$ cat src/wta_pkg.sv
// Purpose: Shared constants and carriers for the watch time, alarm and stopwatch block.
// Assumes: The block sits in an always-on domain clocked by mclk.
// Notes: Event vector bit positions are fixed here and used by the pins.
// How it works
// - Crystal edges prescaled to one-second tick
// - Seconds, minutes, hours, days counters kept
// - Periodic second, minute, hour, day events
// - Enabled alarm flags when time ticks onto setting
// - Time-of-day alarm and day-plus-time alarm
// - Stopwatch loaded, decrements every second tick
// - Enabled stopwatch flags underflow past zero
// - Pending enabled events wake processor from sleep
// - Same events wake deep sleep, regulator
// - Counting continues while system clocks stop
// - State held through hibernate, own reset only
package wta_pkg;

  // ==========================================================
  // Timing
  localparam int unsigned CRYSTAL_FREQ_HZ = 32768;
  localparam int unsigned TICK_FREQ_HZ = 1;
  localparam int unsigned PRESCALE_COUNT = CRYSTAL_FREQ_HZ / TICK_FREQ_HZ;

  // ==========================================================
  // Counter moduli and field widths
  localparam int unsigned SEC_MOD = 60;
  localparam int unsigned MIN_MOD = 60;
  localparam int unsigned HOUR_MOD = 24;
  localparam int unsigned DAY_MOD = 32768;
  localparam int unsigned SEC_W = 6;
  localparam int unsigned MIN_W = 6;
  localparam int unsigned HOUR_W = 5;
  localparam int unsigned DAY_W = 15;
  localparam int unsigned STOPWATCH_W = 16;

  // ==========================================================
  // Event vector positions
  localparam int unsigned EV_SEC = 0;
  localparam int unsigned EV_MIN = 1;
  localparam int unsigned EV_HOUR = 2;
  localparam int unsigned EV_DAY = 3;
  localparam int unsigned EV_ALARM_TOD = 4;
  localparam int unsigned EV_ALARM_DAY = 5;
  localparam int unsigned EV_STOPWATCH = 6;
  localparam int unsigned NUM_EV = 7;

  typedef struct packed {
    logic [DAY_W-1:0] day;
    logic [HOUR_W-1:0] hour;
    logic [MIN_W-1:0] min;
    logic [SEC_W-1:0] sec;
  } wta_time_s;

  // ==========================================================
  // Reset values
  localparam wta_time_s RESET_TIME = '0;
  localparam logic [NUM_EV-1:0] RESET_PENDING = '0;

endpackage

$ cat src/wta_top.sv
// Purpose: Watch time keeping with periodic events, two alarms and a stopwatch.
// Assumes: All inputs synchronous to mclk; the crystal input is sampled as a level.
// Notes: Control and status are plain pins; there is no register bus.
`timescale 1ns/1ps

// ==========================================================
// Modulo counter with carry out
module wta_wrap_cnt #(
  parameter int unsigned MOD = 60,
  parameter int unsigned W = 6
) (
  // Clock and reset
  input wire logic clk,
  input wire logic rst_b,
  // Control
  input wire logic inc,
  input wire logic load,
  input wire logic [W-1:0] load_value,
  // Status
  output logic [W-1:0] cnt,
  output logic carry
);
  logic [W-1:0] next_cnt;
  logic at_top;

  always_comb begin
    at_top = (cnt == W'(MOD - 1));
    carry = inc && at_top && !load;
    next_cnt = cnt;
    if (load) begin
      next_cnt = load_value;
    end else if (inc) begin
      next_cnt = at_top ? '0 : cnt + W'(1);
    end
  end

  always_ff @(posedge clk or negedge rst_b) begin
    if (!rst_b) begin
      cnt <= '0;
    end else begin
      cnt <= next_cnt;
    end
  end
endmodule

// ==========================================================
// Top level
module wta_top #(
  parameter int unsigned PRESCALE_DIV = wta_pkg::PRESCALE_COUNT,
  parameter int unsigned SW_W = wta_pkg::STOPWATCH_W
) (
  // Clock and reset
  input wire logic mclk,
  input wire logic rst_b,
  // Crystal pins
  input wire logic crystal_clock_input,
  output logic crystal_drive_output,
  // Current time
  input wire logic time_load,
  input wire wta_pkg::wta_time_s time_load_value,
  output wta_pkg::wta_time_s cur_time,
  // Alarms
  input wire logic alarm_tod_en,
  input wire wta_pkg::wta_time_s alarm_tod_value,
  input wire logic alarm_day_en,
  input wire wta_pkg::wta_time_s alarm_day_value,
  // Stopwatch
  input wire logic sw_en,
  input wire logic sw_load,
  input wire logic [SW_W-1:0] sw_load_value,
  output logic [SW_W-1:0] sw_count,
  // Events
  input wire logic [wta_pkg::NUM_EV-1:0] event_en,
  input wire logic [wta_pkg::NUM_EV-1:0] event_clear,
  output logic [wta_pkg::NUM_EV-1:0] event_pending,
  // Interrupt and wake-up
  input wire logic regulator_wake_en,
  output logic irq,
  output logic sleep_wake,
  output logic regulator_wake
);
  import wta_pkg::*;

  localparam int unsigned PS_W = $clog2(PRESCALE_DIV) + 1;

  // ==========================================================
  // Prescaler
  logic xtal_q;
  logic next_xtal_q;
  logic next_drive;
  logic [PS_W-1:0] ps_cnt;
  logic [PS_W-1:0] next_ps_cnt;
  logic tick;
  logic xtal_rise;

  always_comb begin
    next_xtal_q = crystal_clock_input;
    // Inverting drive closes the oscillator loop around the crystal
    next_drive = !crystal_clock_input;
    xtal_rise = crystal_clock_input && !xtal_q;
    tick = 1'b0;
    next_ps_cnt = ps_cnt;
    if (time_load) begin
      // Restart the second so the loaded time gets a full first second
      next_ps_cnt = '0;
    end else if (xtal_rise) begin
      if (ps_cnt == PS_W'(PRESCALE_DIV - 1)) begin
        next_ps_cnt = '0;
        tick = 1'b1;
      end else begin
        next_ps_cnt = ps_cnt + PS_W'(1);
      end
    end
  end

  always_ff @(posedge mclk or negedge rst_b) begin
    if (!rst_b) begin
      xtal_q <= 1'b0;
      crystal_drive_output <= 1'b0;
      ps_cnt <= '0;
    end else begin
      xtal_q <= next_xtal_q;
      crystal_drive_output <= next_drive;
      ps_cnt <= next_ps_cnt;
    end
  end

  // ==========================================================
  // Time counters
  logic sec_carry;
  logic min_carry;
  logic hour_carry;
  logic day_carry;

  wta_wrap_cnt #(.MOD(SEC_MOD), .W(SEC_W)) u_sec (
    .clk(mclk),
    .rst_b(rst_b),
    .inc(tick),
    .load(time_load),
    .load_value(time_load_value.sec),
    .cnt(cur_time.sec),
    .carry(sec_carry)
  );

  wta_wrap_cnt #(.MOD(MIN_MOD), .W(MIN_W)) u_min (
    .clk(mclk),
    .rst_b(rst_b),
    .inc(sec_carry),
    .load(time_load),
    .load_value(time_load_value.min),
    .cnt(cur_time.min),
    .carry(min_carry)
  );

  wta_wrap_cnt #(.MOD(HOUR_MOD), .W(HOUR_W)) u_hour (
    .clk(mclk),
    .rst_b(rst_b),
    .inc(min_carry),
    .load(time_load),
    .load_value(time_load_value.hour),
    .cnt(cur_time.hour),
    .carry(hour_carry)
  );

  wta_wrap_cnt #(.MOD(DAY_MOD), .W(DAY_W)) u_day (
    .clk(mclk),
    .rst_b(rst_b),
    .inc(hour_carry),
    .load(time_load),
    .load_value(time_load_value.day),
    .cnt(cur_time.day),
    .carry(day_carry)
  );

  // ==========================================================
  // Stopwatch
  logic [SW_W-1:0] next_sw_count;
  logic sw_under;

  always_comb begin
    next_sw_count = sw_count;
    sw_under = 1'b0;
    if (sw_load) begin
      next_sw_count = sw_load_value;
    end else if (sw_en && tick) begin
      next_sw_count = sw_count - SW_W'(1);
      sw_under = (sw_count == '0);
    end
  end

  always_ff @(posedge mclk or negedge rst_b) begin
    if (!rst_b) begin
      sw_count <= '0;
    end else begin
      sw_count <= next_sw_count;
    end
  end

  // ==========================================================
  // Alarm compare, one cycle after the time has moved
  logic moved;
  logic next_moved;
  logic hit_tod;
  logic hit_day;

  always_comb begin
    // Day carry is folded in so a full wrap of the day counter still counts as movement
    next_moved = tick || day_carry;
    hit_tod = (cur_time.hour == alarm_tod_value.hour) && (cur_time.min == alarm_tod_value.min)
      && (cur_time.sec == alarm_tod_value.sec);
    hit_day = hit_tod && (cur_time.day == alarm_day_value.day)
      && (cur_time.hour == alarm_day_value.hour) && (cur_time.min == alarm_day_value.min)
      && (cur_time.sec == alarm_day_value.sec);
  end

  always_ff @(posedge mclk or negedge rst_b) begin
    if (!rst_b) begin
      moved <= 1'b0;
    end else begin
      moved <= next_moved;
    end
  end

  // ==========================================================
  // Pending flags and wake-up
  logic [NUM_EV-1:0] ev_set;
  logic [NUM_EV-1:0] next_pending;
  logic next_irq;
  logic next_regulator_wake;
  logic hit_tod_day_agree;

  always_comb begin
    ev_set = '0;
    ev_set[EV_SEC] = tick;
    ev_set[EV_MIN] = sec_carry;
    ev_set[EV_HOUR] = min_carry;
    ev_set[EV_DAY] = hour_carry;
    hit_tod_day_agree = (alarm_day_value.hour == alarm_tod_value.hour)
      && (alarm_day_value.min == alarm_tod_value.min)
      && (alarm_day_value.sec == alarm_tod_value.sec);
    ev_set[EV_ALARM_TOD] = alarm_tod_en && moved && hit_tod;
    ev_set[EV_ALARM_DAY] = alarm_day_en && moved && (hit_day
      || ((cur_time.day == alarm_day_value.day) && !hit_tod_day_agree
      && (cur_time.hour == alarm_day_value.hour) && (cur_time.min == alarm_day_value.min)
      && (cur_time.sec == alarm_day_value.sec)));
    ev_set[EV_STOPWATCH] = sw_under;
    next_pending = (event_pending & ~event_clear) | ev_set;
    next_irq = |(next_pending & event_en);
    next_regulator_wake = next_irq && regulator_wake_en;
  end

  // only the always-on reset clears state
  always_ff @(posedge mclk or negedge rst_b) begin
    if (!rst_b) begin
      event_pending <= RESET_PENDING;
      irq <= 1'b0;
      sleep_wake <= 1'b0;
      regulator_wake <= 1'b0;
    end else begin
      event_pending <= next_pending;
      irq <= next_irq;
      sleep_wake <= next_irq;
      regulator_wake <= next_regulator_wake;
    end
  end

endmodule

$ cat config.mk
export PLATFORM = sky130hd
export DESIGN_NAME = wta_top
export DESIGN_NICKNAME = d
export VERILOG_FILES = /design/src/wta_pkg.sv /design/src/wta_top.sv
export SDC_FILE = /design/constraint.sdc
export NUM_CORES = 1
export LEC_CHECK = 0
export BUFFER_PORTS_ARGS = -buffer_cell sky130_fd_sc_hd__buf_2
export CORE_MARGIN = 3
export CORE_UTILIZATION = 50
export CTS_CLUSTER_DIAMETER = 200
export DETAILED_ROUTE_END_ITERATION = 10
export PLACE_DENSITY = 0.85
export SYNTH_ARGS = -nofsm -noshare
export SYNTH_HDL_FRONTEND = slang
export SYNTH_HIERARCHICAL = 1
export SYNTH_SLANG_ARGS = --single-unit
$ cat constraint.sdc
create_clock -name mclk -period 4.7 [get_ports mclk]
set_input_delay 0.47 -clock mclk [delete_from_list [all_inputs] [get_ports mclk]]
set_output_delay 0.47 -clock mclk [all_outputs]
set_load 0.02 [all_outputs]
**Word level (Yosys, flattened, before mapping)**

Cells that the tools add are included.

- Memories: 0
- ROM bits: 0
- Register bits after elaboration: 76
- Bits in writable memories: 0
- Logic and storage cells: 100
- Bits in latches: 0

- Muxes and demuxes: 22
- Bitwise gates (word level): 4
- Reduce and logical (&&, ||, !) cells: 41
- $lt $le $gt $ge: 0
- Eq/ne operators: 15
- Div/mod/pow operators: 0
- Shifts and indexed selects: 0
- Add/subtract/negate cells: 6
- Multiply operators: 0

Operators with widths:

| cell | count |
|---|---|
| two-way mux 16 bit | 5 |
| two-way mux 15 bit | 3 |
| equality test 6 bit | 6 |
| two-way mux 6 bit | 6 |
| logical AND 1 bit | 27 |
| adder 16 x 1 -> 16 bit, second input constant | 1 |
| equality test 16 x 15 -> 1 bit, second input constant | 1 |
| zero test 16 bit | 1 |
| subtractor 16 x 1 -> 16 bit, second input constant | 1 |
| adder 15 x 1 -> 15 bit, second input constant | 1 |
| equality test 15 bit | 1 |
| equality test 15 bit, second input constant | 1 |
| equality test 5 bit | 3 |
| two-way mux 5 bit | 3 |
| AND 7 bit | 2 |
| adder 6 x 1 -> 6 bit, second input constant | 2 |
| equality test 6 bit, second input constant | 2 |
| nonzero test 2 bit | 6 |
| NOT 7 bit | 1 |
| bitwise OR 7 bit | 1 |
| OR reduction 7 bit | 1 |
| adder 5 x 1 -> 5 bit, second input constant | 1 |
| equality test 5 bit, second input constant | 1 |
| two-way mux 1 bit | 5 |
| other kinds (2) | 6 |

**Depth between registers and ports, before layout**

Gate-level depths: netlist of run 1.

- Depth after elaboration: 14
- Depth in mapped cells: 18
- Mapped depth without buffers: 14

**Cells and area by module**

The synthesis of run 1 kept the hierarchy.

Modules (own cells, without submodules):

| module | cells an instance | area each (um^2) | instances |
|---|---|---|---|
| wta_top | 314 | 2,837.7 | 1 |
| wta_wrap_cnt (u_day) | 117 | 983.4 | 1 |
| wta_wrap_cnt (u_min ...) | 44 | 405.4 | 2 |
| wta_wrap_cnt (u_hour) | 31 | 286.5 | 1 |

**Least setup slack after synthesis of run 1**

No wires, ideal clock.

- Path kind: reg-to-reg
- Start: reg ps_cnt[0]
- End: reg u_day.cnt[14]
- Data arrival time: 4.073 ns
- Setup slack: 0.545 ns
- Clock period less this slack: 4.155 ns
- Stages on the path, launching flop included: 19
- Path through: dfrtp_1 -> ha_1 -> nand4_1 -> nor2_4 -> and2_1 -> buf_6 -> buf_6 -> inv_1 -> nor4_1 -> buf_6 -> inv_1 -> nor4_1 -> nor3b_1 -> buf_6 -> and4_1 -> buf_6 -> nand4b_4 -> or3_1 -> a31oi_1

- Longest elaborated chain between the ends: 11

Ends and longest elaborated chain:

| item | RTL line | source |
|---|---|---|
| start, declared | wta_top.sv:91 | `logic [PS_W-1:0] ps_cnt;` |
| start signal, assigned | wta_top.sv:124 | `ps_cnt <= next_ps_cnt;` |
| equality test 16 x 15 -> 1 bit | wta_top.sv:107 | `if (ps_cnt == PS_W'(PRESCALE_DIV - 1)) begin` |
| two-way mux 1 bit | wta_top.sv:107 |  |
| two-way mux 1 bit | wta_top.sv:106 | `end else if (xtal_rise) begin` |
| two-way mux 1 bit | wta_top.sv:103 | `if (time_load) begin` |
| via tick | wta_top.sv:93 | `logic tick;` |
| logical AND 1 bit (2 in a row) | wta_top.sv:28 | `carry = inc && at_top && !load;` |
| via sec_carry | wta_top.sv:130 | `logic sec_carry;` |
| logical AND 1 bit (2 in a row) | wta_top.sv:28 |  |
| via min_carry | wta_top.sv:131 | `logic min_carry;` |
| logical AND 1 bit (2 in a row) | wta_top.sv:28 |  |
| via hour_carry | wta_top.sv:132 | `logic hour_carry;` |
| nonzero test 2 bit (no line) | - |  |
| end signal, assigned | wta_top.sv:41 | `cnt <= next_cnt;` |
| end, declared | wta_top.sv:20 | `output logic [W-1:0] cnt,` |

The timed path passes the listed nets, and every way through them passes these cells.
A chain may end at the register's enable or synchronous reset.

**Worst setup path after layout of run 1**

- Start: reg ps_cnt[0]
- End: reg u_day.cnt[14]

- Longest elaborated chain between the ends: 11

Ends and longest elaborated chain:

| item | RTL line |
|---|---|
| equality test 16 x 15 -> 1 bit | wta_top.sv:107 |
| two-way mux 1 bit | wta_top.sv:107 |
| two-way mux 1 bit | wta_top.sv:106 |
| two-way mux 1 bit | wta_top.sv:103 |
| logical AND 1 bit (2 in a row) | wta_top.sv:28 |
| via sec_carry | wta_top.sv:130 |
| logical AND 1 bit (2 in a row) | wta_top.sv:28 |
| via min_carry | wta_top.sv:131 |
| logical AND 1 bit (2 in a row) | wta_top.sv:28 |
| via hour_carry | wta_top.sv:132 |
| nonzero test 2 bit (no line) | - |

The timed path passes the listed nets, and every way through them passes these cells.

==> results of run 1 <==
## area by class of cell
cell class	instances	area, µm²	share of cell area
inverter	20	75.1	0.0123
clock inverter	5	83.8	0.0137
tap	129	161	0.0264
timing repair buffer	183	931	0.152
multi-input combinational	434	2830	0.462
sequential	76	1900	0.311
clock buffer	11	141	0.0231
## cells in the final DEF, fill, tap and decap left out, types with 7 or more instances in the layout
master / count
o21ai_0: 47
nor2_1: 37
nand3_1: 28
nor3_1: 12
inv_1: 20
nor2b_1: 8
nor4_1: 16
buf_2: 177
dfrtp_1: 76
xor2_1: 51
a21oi_1: 14
xnor2_1: 28
o31ai_1: 7
nand4_1: 22
clkbuf_8: 10
nand2_1: 64
## logic make-up after synthesis
group                    Yosys count  share of synthesized area
AO/OA/AOI/OAI                    101                      0.131
multiplexers                       7                     0.0145
buffers and inverters             40                     0.0394
flip-flops                        76                      0.387
XOR/XNOR                          79                      0.141
adder cells (fa/ha/maj)            6                     0.0153
AND/OR/NAND/NOR                  241                      0.272
## report_power, final
group	switching [µW]	leakage, µW	total, µW	internal (µW)
logic	185	0.00178	326	141
registers	84.0	0.000953	775	691
clock network	254	0.000106	570	316
total	523	0.00284	1670	1150
## critical path, delay by kind of cell (launching register included)
kind / cells / cell delay, ns
buf+inv: 5 / 0.87
simple gates: 9 / 2.48
flops: 1 / 0.44
fa+ha+maj: 1 / 0.23
compound gates: 1 / 0.17
## routing by layer
metal,vias to the layer above,part of all wire,wire [µm],GRT usage
met5,-,0,0,0
met4,0,0.028,401,0.0890
met3,35,0.086,1230,0.0630
met2,240,0.48,6820,0.409
met1,2271,0.40,5730,0.315
li1,2319,-,-,-
## worst max-delay path by stage
stage	end	slack, ns	depth (start not counted)
2_1_floorplan	u_day/cnt[14]$_DFFE_PN0P_	0.54	18
3_3_place_gp	u_day/cnt[14]$_DFFE_PN0P_	0.60	16
3_5_place_dp	u_day/cnt[14]$_DFFE_PN0P_	0.51	16
4_1_cts	u_day/cnt[14]$_DFFE_PN0P_	0.47	16
5_1_grt	u_day/cnt[5]$_DFFE_PN0P_	0.09	16
6_report	u_day/cnt[14]$_DFFE_PN0P_	0.41	16
## registers in the layout, indices dropped and copies added, names as in the netlist
register	cells
event_pending	7
u_day/cnt	15
u_sec/cnt	6
sw_count	16
regulator_wake	1
xtal_q	1
u_min/cnt	6
sleep_wake	1
u_hour/cnt	5
ps_cnt	16
crystal_drive_output	1
moved	1
## metrics by stage
| step | hold slack [ns] | util | area (µm²) | cells |
|---|---|---|---|---|
| finish | 0.242 | 0.650 | 6120 | 858 |
| global route | 0.263 | 0.650 | 6120 | 858 |
| CTS | 0.258 | 0.650 | 6120 | 858 |
| detailed placement | 0.498 | 0.626 | 5900 | 842 |
| global placement | 0.484 | 0.626 | 5900 | 842 |
| floorplan | 0.174 | - | 4920 | 550 |
==> summary.txt, run 1 <==
Run status
  – Status: complete, no violations

Layout
  – # nets final: just under 900
  – Share of layout cells above drive strength 1: 0.310
  – # diodes: 0
  – Area grow syn2layout: 24.5%
  – Fillers: 763

Global route
  – Largest net degree at the start of global routing: 77
  – Initial antenna violation count: 0
  – Gr usage total: 0.248
  – Vias in the first global route: around 4,700
  – Global-route wire length before repair: 22.6 mm
  – Overflow after GRT: 0

Floorplan
  – Die H: around 110 µm
  – Die X: roughly 110 µm
  – Die footprint: between 10,000 and 15,000 µm²
  – Initial Util: 0.522
  – Area of the core: between 9000 and 10,000 µm²
  – Cell Rows: 35
  – I/O Pins: ~190

Logic synthesis
  – Flops & latches, synth: 76
  – Post-synthesis sequential area ratio: 0.387
  – Most common cell in the netlist: dfrtp_1
  – Largest area contributor in the netlist: dfrtp_1
  – Yosys warning count: 6
  – Yosys top cell area share: 0.387
  – Syn Nets: approximately 700
  – Post-synth EDFFs: 0
  – Top FF cell, synth: dfrtp_1
  – Mapped Cells: 550
  – Synthesized area: slightly below 5000 µm²
  – Synth cell count leaders: dfrtp_1 (76), nand2_1 (64), xor2_1 (51)
  – Fraction of registers with async set/reset: 1.00
  – Area contributors post-synth: dfrtp_1 (39%), xor2_1 (9.1%), xnor2_1 (5.0%)
  – Synth cell types: 67
  – Avg Inst Size Synth: 8.94 µm²

Route
  – Drt total wl: between 10 and 15 mm
  – Via density: 5.67
  – 1st-iter DRT viols: approximately 380
  – Wire length per cell: ~17 µm
  – DRC Markers: 0
  – ANT nets after route: 0
  – Vias: 4,865
  – 1st-pass router iterations: 5

Critical path
  – Setup CP Type: reg -> reg
  – Critical Path End Type: flop
  – R2r endpoint: u_day/cnt[14]$_DFFE_PN0P_
  – CP max-delay cell: dfrtp_1
  – Critical Path RT: about 5 ns
  – Crit-path cells: ha_1, nand4_1, nor2_4, and2_1, inv_1, nor4_2, buf_4, inv_1, nor4_1, buf_4, nor3b_1, buf_4, and4_1, nand4b_4, or3_1, a31oi_1
  – Slowest Stage Delay on Critical Path: approximately 0.44 ns
  – Worst r2r src: ps_cnt[0]$_DFFE_PN0P_
  – Most frequent CP cell: buf_4
  – WP data arrival: 4.56 ns
  – CP startpoint kind: flop
  – R2R depth: 16
  – Worst setup path startpoint: ps_cnt[0]$_DFFE_PN0P_
  – Worst-path maximum fanout: 11
  – Worst R2R Setup Slack: between 0.4 and 0.5 ns

Clock tree
  – Max Buffers Root-to-Sink: 2
  – Post-CTS Setup Bufs: 0
  – Hold buffer count at cts: 0
  – CTS Buf Count: 9
  – Clk slew on worst S/H paths: around 0.090 ns
  – H-tree levels: 3
  – Root Driver: clkbuf_8
  – Post-cts sizing count: 0
  – Clock Sinks: 76
  – CTS tree: done
  – Worst-Skew Late Latency: about 0.36 ns

STA
  – Fmax: roughly 230 MHz
  – Period utilization: 0.913
  – Final setup TNS: 0 ns
  – Clock skew: roughly 0.016 ns
  – Slew HR: 0.347
  – Fin. Hold Viols: 0
  – Final Max Tran Viols: 0
  – Fin worst setup slack: 0.408 ns
  – Period minus WS final: 4.29 ns
  – Final Setup Violations: 0
  – Worst Tran Pin Value: just under 1 ns
  – RSZ-0062 raised after global routing: no

Place
  – Setup WS pre-CTS: around 0.5 ns
  – PortBufs: roughly 180
  – Routability Congestion: approximately 0.9
  – Detailed Place HPWL: 10.6 mm

Job
  – Max-cap violation count: 0

Hold path
  – Worst min path class: in -> async

Power
  – PwrDens: about 270 nW/µm²
  – Pwr Total: approximately 1700 µW
  – Leak: 0.00284 µW
  – Worst vdd ir: 0.161 mV
Note: power is estimated with default switching activity, not from simulation.
==> run 2: changes to the inputs <==
--- a/config.mk
+++ b/config.mk
@@ -6,7 +6,7 @@
 export NUM_CORES = 1
 export LEC_CHECK = 0
 export BUFFER_PORTS_ARGS = -buffer_cell sky130_fd_sc_hd__buf_2
-export CORE_MARGIN = 3
+export CORE_MARGIN = 2
 export CORE_UTILIZATION = 50
 export CTS_CLUSTER_DIAMETER = 200
 export DETAILED_ROUTE_END_ITERATION = 10
==> run 2 against run 1 <==
  * Sequential share of layout area up 0.20 points
  * Setup slack better by 0.49 ns
  * Clock skew down 0.0018 ns
  * Via count down 0.37%
  * Largest cell class unchanged
==> summary.txt, run 2 (same netlist as run 1, synthesis figures left out) <==
Run status
  – Status: complete, no violations

Global route
  – Largest net degree at the start of global routing: 77 (unchanged)
  – Gr usage total: 0.259 (+0.0104)
  – Vias in the first global route: 4,618 (-2.2%)
  – Overflow after GRT: 0 (unchanged)
  – Global-route wire length before repair: 21.6 mm (-4.3%)
  – Initial antenna violation count: 0 (unchanged)

Clock tree
  – Max Buffers Root-to-Sink: 2 (unchanged)
  – Hold buffer count at cts: 0 (unchanged)
  – Post-cts sizing count: 0 (unchanged)
  – CTS tree: done
  – Clock Sinks: 76 (unchanged)
  – Clk slew on worst S/H paths: 0.10 ns (about the same)
  – Root Driver: clkbuf_8
  – H-tree levels: 3 (unchanged)
  – Post-CTS Setup Bufs: 0 (unchanged)
  – CTS Buf Count: 9 (unchanged)
  – Worst-Skew Late Latency: 0.36 ns (about the same)

Power
  – PwrDens: 259 nW/µm² (-5.1%)
  – Combinational Power Share: 0.208 (+0.013)
  – Sw Share: 0.345 (+0.0319)
  – Worst vdd ir: 0.172 mV (+6.7%)
  – Share of total power in the clock network: 0.301 (-0.040)
  – Internal: 1030 µW (-10%)
  – Register share of total power: 0.491 (+0.027)
  – Leak: 0.00282 µW (-0.62%)
  – Sw power: 543 µW (+3.9%)

Layout
  – Fillers: 861 (+13%)
  – Design area: 6080 µm² (-0.63%)
  – Commonest non-fill, non-tap cell in the layout: buf_2
  – Register area: 1900 µm² (unchanged)
  – Cell Count, Final, Fillers Out: 862 (+0.47%)
  – # nets final: 865 (unchanged)
  – Share of layout cells above drive strength 1: 0.311 (+0.00137)
  – Most frequent cells in the layout: buf_2 (177), dfrtp_1 (76), nand2_1 (64)
  – Multi-input gate area: 2830 µm² (unchanged)
  – # diodes: 0 (unchanged)
  – Largest registers: ps_cnt: 16 flops, sw_count: 16 flops, u_day/cnt: 15 flops
  – Area grow syn2layout: 23.7%

STA
  – RSZ-0062 raised after global routing: no
  – Fin. Hold Viols: 0 (unchanged)
  – Period utilization: 0.810 (-0.103)
  – Clock skew: 0.0140 ns (-0.00184 ns)
  – Final Setup Violations: 0 (unchanged)
  – Worst Tran Pin Value: 0.969 ns (-0.0104 ns)
  – Period minus WS final: 3.81 ns (-0.485 ns)
  – Slew HR: 0.354 (+0.00690)
  – Final setup TNS: 0 ns (unchanged)
  – Fmax: 263 MHz (+13%)
  – Final Max Tran Viols: 0 (unchanged)

Floorplan
  – Initial Util: 0.510 (-0.0121)
  – Die H: 103 µm (-1.9%)
  – I/O Pins: 194 (unchanged)
  – Cell Rows: 36 (+2.9%)
  – Area of the core: 9640 µm² (+2.4%)
  – Die footprint: 10,600 µm² (-3.8%)
  – Die X: 103 µm (-1.9%)

Route
  – ANT nets after route: 0 (unchanged)
  – Wire length per cell: 16.3 µm (-1.5%)
  – Drt total wl: 14.0 mm (-1.1%)
  – 1st-iter DRT viols: 259 (-31%)
  – 1st-pass router iterations: 4 (-1)
  – Vias: 4,847 (-0.37%)
  – DRC Markers: 0 (unchanged)
  – Via density: 5.62 (-0.83%)

Critical path
  – CP max-delay cell: dfrtp_1
  – Crit-path cells: ha_1, nand4_1, nor2_4, and2_1, inv_1, nor4_2, inv_1, nor4_1, buf_4, nor3b_1, buf_4, and4_1, nand4b_4, or3_1, a31oi_1
  – CP startpoint kind: flop
  – Critical path's top delay family: simple AND/OR/NAND/NOR gates
  – Slowest Stage Delay on Critical Path: 0.44 ns (about the same)
  – Crit path buffers/inverters: 4 (-1)
  – Critical Path End Type: flop
  – WP data arrival: 4.08 ns (-0.48 ns)
  – Setup CP Type: reg -> reg
  – Critical Path RT: 4.97 ns (about the same)
  – Worst-path maximum fanout: 11 (unchanged)

Place
  – Routability Congestion: 0.900 (-0.51%)
  – Cells after DPL: 846 (+0.48%)
  – DP Area: 5900 µm² (about the same)
  – PortBufs: 178 (unchanged)
  – Detailed Place HPWL: 10.5 mm (-0.69%)

Job
  – Max-cap violation count: 0 (unchanged)

Hold path
  – Worst min path class: in -> async
run 2: cell count changes in the layout (fill, tap and decap cells not counted):
cell | previous run | this run
clkbuf_8 | 10 | 9
inv_8 | 0 | 1
clkbuf_1 | 1 | 0
inv_6 | 1 | 3
clkinv_2 | 0 | 1
bufinv_16 | 2 | 0
run 2: final cells by class:
type	instances	share of cell area
Clock inverter	7	0.00946
Inverter	20	0.0123
Timing Repair Buffer	183	0.153
Sequential cell	76	0.313
Multi-Input combinational cell	434	0.465
Tap cell	133	0.0273
Clock buffer	9	0.0204
run 2: power groups by stage:
stage	combinational, µW	sequential (µW)	clock [µW]
3_3_place_gp	319	783	0
2_1_floorplan	144	809	0
3_5_place_dp	327	785	0
4_1_cts	329	772	482
5_1_grt	362	782	516
6_report	328	774	475
run 2: final timing paths:
path                                         from                        end  slack [ns]  depth (start not counted)
max in group asynchronous                   rst_b      ps_cnt[1]$_DFFE_PN0P_        3.81                          1
max reg2reg                 ps_cnt[0]$_DFFE_PN0P_  u_day/cnt[14]$_DFFE_PN0P_        0.89                         15
min                                         rst_b   u_day/cnt[8]$_DFFE_PN0P_        0.24                          1
min reg2reg                ps_cnt[14]$_DFFE_PN0P_     ps_cnt[14]$_DFFE_PN0P_        0.52                          1
min in group mclk             crystal_clock_input           xtal_q$_DFF_PN0_        0.27                          1
max                         ps_cnt[0]$_DFFE_PN0P_  u_day/cnt[14]$_DFFE_PN0P_        0.89                         15
run 2: per-stage QoR:
stage          power, µW  setup WS, ns  hold WS, ns  utilization
2_1_floorplan        953         0.545        0.174            -
3_3_place_gp        1100          1.06        0.484        0.612
3_5_place_dp        1110         0.979        0.499        0.612
4_1_cts             1580         0.945        0.261        0.631
5_1_grt             1660         0.473        0.270        0.631
6_report            1580         0.894        0.239        0.631
run 2: worst reg2reg max path, cell delays in order (launching register included):
cell and delay [ns]:
dfrtp_1 0.44, ha_1 0.26, nand4_1 0.22, nor2_4 0.25, and2_1 0.22, inv_1 0.08
nor4_2 0.26, inv_1 0.09, nor4_1 0.24, buf_4 0.20, nor3b_1 0.19, buf_4 0.22
and4_1 0.41, nand4b_4 0.16, or3_1 0.33, a31oi_1 0.16
run 2: routing by layer:
layer  up-vias  global-route usage  wire (µm)
met1      2273               0.330       5820
met2       243               0.445       6820
li1       2306                   -          -
met4         0              0.0911        284
met3        25              0.0444       1090
met5         -                   0          0
